### src/verilog/cid_pkg.sv
// Package: constants for the chip identification register bank
package cid_pkg;

  // ----------------------------------------------------------------------
  // Register byte addresses on the Wishbone slave
  // ----------------------------------------------------------------------
  // Printed offsets are not all multiples of four, so they stand as indices
  localparam logic [15:0] CID_IDX_PROG_VOLT = 16'hF078;
  localparam logic [15:0] CID_IDX_DEV_REV   = 16'hF07C;
  localparam logic [15:0] CID_IDX_MAKER     = 16'hF07E;
  localparam logic [15:0] CID_IDX_MEM_KIND  = 16'hF07A;
  localparam int          CID_ADR_W         = 18;
  localparam logic [17:0] CID_ADR_PROG_VOLT = {CID_IDX_PROG_VOLT, 2'b00};
  localparam logic [17:0] CID_ADR_DEV_REV   = {CID_IDX_DEV_REV, 2'b00};
  localparam logic [17:0] CID_ADR_MAKER     = {CID_IDX_MAKER, 2'b00};
  localparam logic [17:0] CID_ADR_MEM_KIND  = {CID_IDX_MEM_KIND, 2'b00};

  // ----------------------------------------------------------------------
  // Field layouts and values
  // ----------------------------------------------------------------------
  localparam int          CID_MAKER_CODE_LSB = 5;
  localparam logic [4:0]  CID_MAKER_LOW_BITS = 5'h03;
  localparam int          CID_DEV_CODE_LSB   = 4;
  localparam int          CID_MEM_BUSY_HI    = 15;
  localparam int          CID_MEM_BUSY_LO    = 14;
  localparam int          CID_MEM_KIND_LSB   = 10;
  localparam logic [3:0]  CID_KIND_NONE      = 4'h0;
  localparam logic [3:0]  CID_KIND_MASK_ROM  = 4'h1;
  localparam logic [3:0]  CID_KIND_STD_FLASH = 4'h2;
  localparam logic [3:0]  CID_KIND_HP_FLASH  = 4'h3;
  localparam logic [7:0]  CID_CORE_VOLT_5V   = 8'h40;
  localparam logic [7:0]  CID_EXT_SUPPLY     = 8'h00;

  // ----------------------------------------------------------------------
  // Values shown before the flash is ready
  // ----------------------------------------------------------------------
  localparam logic [15:0] CID_MEM_KIND_EARLY  = 16'hF040;
  localparam logic [15:0] CID_PROG_VOLT_EARLY = 16'h0040;
  localparam logic [31:0] CID_UNMAPPED_READ   = 32'h00000000;

endpackage : cid_pkg

### src/verilog/cid_regs.sv
// Chip identification register bank behind a classic Wishbone slave
//
// Summary of operation
// - All four registers are read-only; writes ignored
// - Maker register: code from bit five up, low 00011
// - Device code upper twelve, revision in bits 3:0
// - Memory capacity is four kilobytes per count
// - Memory kind code; this device reports 3h
// - Core voltage low byte 40h means 5 V
// - External supply high byte reads 00h
// - Values valid after flash init; internal boot immediate
// - Bits 15:14 drop low once flash is ready
// - Before ready: F040h memory, 0040h voltage register
//
// The Wishbone register port was decided locally.
`timescale 1ns/100ps
`default_nettype none
module cid_regs
  import cid_pkg::*;
#(
  // Arbitrary neutral identity values
  parameter logic [10:0] MAKER_CODE   = 11'h155,
  parameter logic [11:0] DEVICE_CODE  = 12'hABC,
  parameter logic [3:0]  REVISION     = 4'h1,
  parameter logic [9:0]  MEM_CAPACITY = 10'h020
) (
  // Clock and reset
  input  wire logic        ref_clk,
  input  wire logic        reset,
  // Wishbone slave
  input  wire logic        wb_cyc_i,
  input  wire logic        wb_stb_i,
  input  wire logic        wb_we_i,
  input  wire logic [17:0] wb_adr_i,
  input  wire logic [3:0]  wb_sel_i,
  input  wire logic [31:0] wb_dat_i,
  output var  logic [31:0] wb_dat_o,
  output var  logic        wb_ack_o,
  // Boot and flash status
  input  wire logic        external_access_pin,
  input  wire logic        flash_init_done,
  output var  logic        id_valid
);

  // ----------------------------------------------------------------------
  // Input synchronisation
  // ----------------------------------------------------------------------
  logic ea_level;
  logic init_level;

  cid_sync u_sync_ea (
    .ref_clk   (ref_clk),
    .reset     (reset),
    .pin_in    (external_access_pin),
    .level_out (ea_level)
  );

  cid_sync u_sync_init (
    .ref_clk   (ref_clk),
    .reset     (reset),
    .pin_in    (flash_init_done),
    .level_out (init_level)
  );

  // ----------------------------------------------------------------------
  // Boot strap capture and readiness
  // ----------------------------------------------------------------------
  // Strap is sampled during reset by a clocked process, never as a reset value
  logic boot_internal;
  logic ready;

  always_ff @(posedge ref_clk) begin
    if (reset) begin
      boot_internal <= ea_level;
    end
  end

  always_ff @(posedge ref_clk) begin
    if (reset) begin
      ready <= 1'b0;
    end else if (boot_internal || init_level) begin
      ready <= 1'b1;
    end
  end

  always_ff @(posedge ref_clk) begin
    if (reset) begin
      id_valid <= 1'b0;
    end else begin
      id_valid <= ready;
    end
  end

  // ----------------------------------------------------------------------
  // Register contents
  // ----------------------------------------------------------------------
  logic [15:0] maker_id;
  logic [15:0] device_revision_id;
  logic [15:0] memory_kind_size_id;
  logic [15:0] programming_voltage_id;

  always_comb begin
    maker_id = {MAKER_CODE, CID_MAKER_LOW_BITS};
    device_revision_id = {DEVICE_CODE, REVISION};
    if (ready) begin
      memory_kind_size_id = {2'b00, CID_KIND_HP_FLASH, MEM_CAPACITY};
      programming_voltage_id = {CID_EXT_SUPPLY, CID_CORE_VOLT_5V};
    end else begin
      memory_kind_size_id = CID_MEM_KIND_EARLY;
      programming_voltage_id = CID_PROG_VOLT_EARLY;
    end
  end

  // ----------------------------------------------------------------------
  // Wishbone slave: one wait state, ack for one cycle
  // ----------------------------------------------------------------------
  logic [31:0] next_rdata;

  always_comb begin
    case (wb_adr_i)
      CID_ADR_MAKER:     next_rdata = {16'h0000, maker_id};
      CID_ADR_DEV_REV:   next_rdata = {16'h0000, device_revision_id};
      CID_ADR_MEM_KIND:  next_rdata = {16'h0000, memory_kind_size_id};
      CID_ADR_PROG_VOLT: next_rdata = {16'h0000, programming_voltage_id};
      default:           next_rdata = CID_UNMAPPED_READ;
    endcase
  end

  // Writes are acknowledged but have no target, so contents never change
  always_ff @(posedge ref_clk) begin
    if (reset) begin
      wb_ack_o <= 1'b0;
    end else begin
      wb_ack_o <= wb_cyc_i && wb_stb_i && !wb_ack_o;
    end
  end

  // Read path only samples; nothing is updated by a read
  always_ff @(posedge ref_clk) begin
    if (reset) begin
      wb_dat_o <= 32'h00000000;
    end else if (wb_cyc_i && wb_stb_i && !wb_we_i && !wb_ack_o) begin
      wb_dat_o <= next_rdata;
    end
  end

  // ----------------------------------------------------------------------
  // Assertions
  // ----------------------------------------------------------------------
  a_ack_pulse: assert property (@(posedge ref_clk) disable iff (reset)
    wb_ack_o |=> !wb_ack_o)
    else $error("ack held longer than one cycle");

  a_ack_timing: assert property (@(posedge ref_clk) disable iff (reset)
    (wb_cyc_i && wb_stb_i && !wb_ack_o) |=> wb_ack_o)
    else $error("ack missing one cycle after request");

  a_maker_low: assert property (@(posedge ref_clk) disable iff (reset)
    (wb_ack_o && $past(wb_adr_i) == CID_ADR_MAKER && !$past(wb_we_i)) |-> wb_dat_o[4:0] == 5'h03)
    else $error("maker low bits wrong");

  a_dev_rev: assert property (@(posedge ref_clk) disable iff (reset)
    (wb_ack_o && $past(wb_adr_i) == CID_ADR_DEV_REV && !$past(wb_we_i)) |-> wb_dat_o[3:0] == REVISION)
    else $error("revision field wrong");

  a_mem_kind: assert property (@(posedge ref_clk) disable iff (reset)
    (wb_ack_o && $past(ready) && $past(wb_adr_i) == CID_ADR_MEM_KIND && !$past(wb_we_i))
      |-> wb_dat_o[13:10] == 4'h3)
    else $error("memory kind not 3h");

  a_volt_ready: assert property (@(posedge ref_clk) disable iff (reset)
    (wb_ack_o && $past(ready) && $past(wb_adr_i) == CID_ADR_PROG_VOLT && !$past(wb_we_i))
      |-> wb_dat_o[15:0] == 16'h0040)
    else $error("voltage register wrong");

  a_busy_bits: assert property (@(posedge ref_clk) disable iff (reset)
    (wb_ack_o && $past(wb_adr_i) == CID_ADR_MEM_KIND && !$past(wb_we_i))
      |-> (wb_dat_o[15:14] == 2'b00) == $past(ready))
    else $error("busy bits disagree with readiness");

  a_early_mem: assert property (@(posedge ref_clk) disable iff (reset)
    (wb_ack_o && !$past(ready) && $past(wb_adr_i) == CID_ADR_MEM_KIND && !$past(wb_we_i))
      |-> wb_dat_o[15:0] == 16'hF040)
    else $error("early memory value wrong");

  a_early_volt: assert property (@(posedge ref_clk) disable iff (reset)
    (wb_ack_o && !$past(ready) && $past(wb_adr_i) == CID_ADR_PROG_VOLT && !$past(wb_we_i))
      |-> wb_dat_o[15:0] == 16'h0040)
    else $error("early voltage value wrong");

  a_ready_sticky: assert property (@(posedge ref_clk) disable iff (reset)
    ready |=> ready)
    else $error("readiness lost");

  a_valid_follow: assert property (@(posedge ref_clk) disable iff (reset)
    $rose(ready) |=> id_valid)
    else $error("valid flag late");

  c_read_early: cover property (@(posedge ref_clk) disable iff (reset)
    wb_ack_o && !ready && !$past(wb_we_i));
  c_read_ready: cover property (@(posedge ref_clk) disable iff (reset)
    wb_ack_o && ready && !$past(wb_we_i));
  c_write: cover property (@(posedge ref_clk) disable iff (reset)
    wb_ack_o && $past(wb_we_i));
  c_becomes_ready: cover property (@(posedge ref_clk) disable iff (reset)
    $rose(ready));

endmodule : cid_regs
`default_nettype wire

### src/verilog/cid_sync.sv
// Three-stage synchroniser with a two-stage agreement filter
`timescale 1ns/100ps
`default_nettype none
module cid_sync (
  // Clock and reset
  input  wire logic ref_clk,
  input  wire logic reset,
  // Pin in, filtered level out
  input  wire logic pin_in,
  output var  logic level_out
);
  logic [2:0] stage;

  // Stages keep shifting in reset so a boot strap can be seen while reset is held
  always_ff @(posedge ref_clk) begin
    stage <= {stage[1:0], pin_in};
  end

  // Only stages two and three are compared; the first one is left alone
  // In reset the level follows the last stage so the strap is captured
  always_ff @(posedge ref_clk) begin
    if (reset || (stage[1] == stage[2])) begin
      level_out <= stage[2];
    end
  end
endmodule : cid_sync
`default_nettype wire

### config.mk
export PLATFORM = sky130hd
export DESIGN_NAME = cid_regs
export DESIGN_NICKNAME = d
export VERILOG_FILES = /design/src/verilog/cid_pkg.sv /design/src/verilog/cid_regs.sv /design/src/verilog/cid_sync.sv
export SDC_FILE = /design/constraint.sdc
export NUM_CORES = 1
export LEC_CHECK = 0
export BUFFER_PORTS_ARGS = -buffer_cell sky130_fd_sc_hd__buf_2
export CAP_MARGIN = 10
export CORE_AREA = 2 2 54 56
export CTS_CLUSTER_DIAMETER = 50
export DETAILED_ROUTE_END_ITERATION = 16
export DIE_AREA = 0 0 56 58
export GPL_ROUTABILITY_DRIVEN = 0
export PLACE_DENSITY = 0.92
export SLEW_MARGIN = 10
export SYNTH_ARGS = -nofsm -noshare
export SYNTH_HDL_FRONTEND = slang
export SYNTH_SLANG_ARGS = --single-unit
### constraint.sdc
create_clock -name ref_clk -period 3.1 [get_ports ref_clk]
set_clock_uncertainty 0.1 [all_clocks]
set_input_delay 0.155 -clock ref_clk [delete_from_list [all_inputs] [get_ports ref_clk]]
set_output_delay 0.155 -clock ref_clk [all_outputs]
set_load 0.01 [all_outputs]
==> flow_summary.json <==
{
  "status": "finished, final reports clean",
  "setup_viol": 0,
  "dpl-instance-area_um2": 1100,
  "critical_path_class": "input pin to flop",
  "power.leakage_nw": 0.564,
  "r2r_start": "wb_ack_o",
  "rsz0062_at_grt": "false",
  "antenna_found_initial": 0,
  "hold_path_startpoint": "wb_adr_i[3]",
  "p_comb_share_pct": 9.5,
  "tns_ns": 0,
  "nets": 200,
  "min_period_over_period_pct": 60.0,
  "numClockSinks": 22,
  "synth_common_cells": "buf_4 (22), dfxtp_1 (19), nand3_1 (7)",
  "synth_area_leaders": "dfxtp_1 (39%), buf_4 (17%), edfxtp_1 (9.2%)",
  "yosysSeqAreaShare_pct": 48.0,
  "critPathMaxFanout": 10,
  "r2r_end": "wb_dat_o[14]",
  "cp.required_ns": 3.20,
  "netlist_instances": 97,
  "stdcell_area_um2": 1200,
  "drv_cap": 0,
  "drive_gt1_share_pct": 31.2,
  "p_per_area_nw_per_um2": 478,
  "worst_slew_pin_slew_ns": 0.832,
  "core_area_um2": 2660,
  "min_period_ns": 1.86,
  "die_y_um": 58,
  "portBuffers": 39,
  "synth_top_area_cell": "dfxtp_1",
  "clk_latency_ns": 0.30,
  "peakVddDrop_v": 0.000389,
  "synth_edf_count": 3,
  "antenna_cells": 0,
  "p_int_mw": 0.454,
  "drc_errors": 0,
  "n_fill_cell": 259,
  "pwr-share-clk_pct": 37.4,
  "async_reset_ff_share_pct": 0,
  "cts_made_buffers": 3,
  "hold_end": "wb_dat_o[1]",
  "grt_pass1_wl_um": 2750,
  "seq_power_share_pct": 53.1,
  "drtPass1Iterations": 4,
  "rrSetupSlack_ns": 1.45,
  "clk_pin_slew_ns": 0.12,
  "netlist_area_um2": 980,
  "cts_tree": "yes",
  "yosys_warnings": 0,
  "hold_viol": 0,
  "yosysMostFrequentCell": "buf_4",
  "wirelength_um": 1770,
  "gr-total-overflow": 0,
  "swShare_pct": 20.9,
  "antenna_left": 0,
  "reg2reg_depth": 3,
  "max_freq_mhz": 537,
  "synth_top_area_share_pct": 38.8,
  "clockBufferDepth": 2,
  "num_rows": 19,
  "viasPerCell": 4.61,
  "syn2layout_area_growth_pct": 22.5,
  "htreeDepth": 1,
  "ys_types": 27,
  "first_global_vias": 634,
  "synth_area_per_cell_um2": 10.1,
  "whs_path_depth": 3,
  "place_hpwl_um": 1350,
  "switchingPower_mw": 0.120,
  "die_w_um": 56,
  "crit_path_start_kind": "input pin",
  "drv_slew": 0,
  "start_util_pct": 36.8,
  "post_drt_wl_per_cell_um": 10.5,
  "grt_use_total_pct": 10.9,
  "drt_iter0_drc": 15,
  "ys_seq_elements": 22,
  "ioPinCount": 95,
  "num_vias": 779,
  "critPathCaptureType": "flop",
  "grt_max_degree": 14,
  "ys.flop_type": "dfxtp_1",
  "cts_root_buffer": "clkbuf_4",
  "hp-class": "input pin to flop",
  "relSlewSlack_pct": 43.8,
  "dieArea_um2": 3250,
  "cp.arrival_ns": 1.96
}
==> timing repair <==
item	4_1_cts	5_1_grt
hold endpoints to repair	4	1
resized for setup	0	0
hold buffers	3	2
buffers inserted	0	0
==> cells in the final DEF, fill, tap and decap left out, drive strengths merged <==
cell type,n
a21oi,3
and3b,1
buf,39
bufinv,1
clkbuf,3
conb,19
dfxtp,19
dlygate4sd3,5
edfxtp,3
inv,3
nand2,5
nand3,7
nand4,4
nand4b,1
nand4bb,1
nor2,3
nor2b,1
nor3,1
nor3b,1
nor4b,1
nor4bb,2
o21a,1
o2bb2ai,4
o31ai,1
o41ai,5
or4,1
or4b,1
xor2,2
==> worst max-delay path by stage <==
stage	start	end	slack, ns	cells after the start
floorplan	wb_adr_i[2]	wb_dat_o[11]	1.40	4
global placement	wb_adr_i[2]	wb_dat_o[15]	1.12	4
detailed placement	wb_adr_i[2]	wb_dat_o[13]	1.13	4
CTS	reset	wb_dat_o[15]	1.24	4
global route	reset	wb_dat_o[11]	1.15	4
finish	reset	wb_dat_o[15]	1.24	4
==> metrics by stage <==
step	power, mW	cells	utilization [%]	hold slack [ns]	setup slack, ns
3_3_place_gp	0.359	160	41.2	0.157	1.12
5_1_grt	0.601	169	45.1	0.0339	1.15
3_5_place_dp	0.361	160	41.2	0.159	1.13
4_1_cts	0.579	167	44.3	0.00385	1.24
6_report	0.574	169	45.1	0.0421	1.24
2_1_floorplan	0.357	115	-	0.0827	1.40
==> final cells by class <==
cell class / instances / area (µm²) / area share [%]
clock buffer: 3 / 22.5 / 1.88
timing repair buffer: 44 / 245 / 20.4
inverter: 3 / 11.3 / 0.938
clock inverter: 1 / 30.0 / 2.50
tap: 31 / 38.8 / 3.23
sequential: 22 / 470 / 39.2
multi-input combinational: 65 / 382 / 31.8
==> registers in the layout (all words and copies together), names as in the netlist <==
register and flops:
ready 1, u_sync_init.stage 3, u_sync_ea.level_out 1, id_valid 1, wb_dat_o 10, u_sync_init.level_out 1
boot_internal 1, wb_ack_o 1, u_sync_ea.stage 3
==> logic make-up after synthesis <==
logic type,after synthesis,share of synthesized area (%)
XOR/XNOR,2,1.79
AND/OR/NAND/NOR,30,18.8
AO/OA/AOI/OAI,14,11.1
buffers and inverters,28,19.9
other,1,0.383
flip-flops,22,48.0
==> metal layers <==
metal	track usage [%]	routed length, µm	up-vias
met3	5.13	182	2
met1	13.8	768	340
li1	-	-	392
met4	4.08	12	0
met2	16.3	804	45
met5	0	0	-
==> power by group through the flow <==
| stage | logic, mW | clock network [mW] | registers, mW |
|---|---|---|---|
| after floorplan | 0.0463 | 0 | 0.311 |
| after global placement | 0.0486 | 0 | 0.311 |
| after detailed placement | 0.0496 | 0 | 0.312 |
| after CTS | 0.0526 | 0.221 | 0.305 |
| after global routing | 0.0613 | 0.234 | 0.306 |
| final | 0.0544 | 0.215 | 0.305 |
==> critical path, cell delays in order <==
cell and delay, ns:
dlygate4sd3_1 0.53, buf_2 0.16, or4_1 0.71, o41ai_1 0.40
Note: power is estimated with default switching activity, not from simulation.
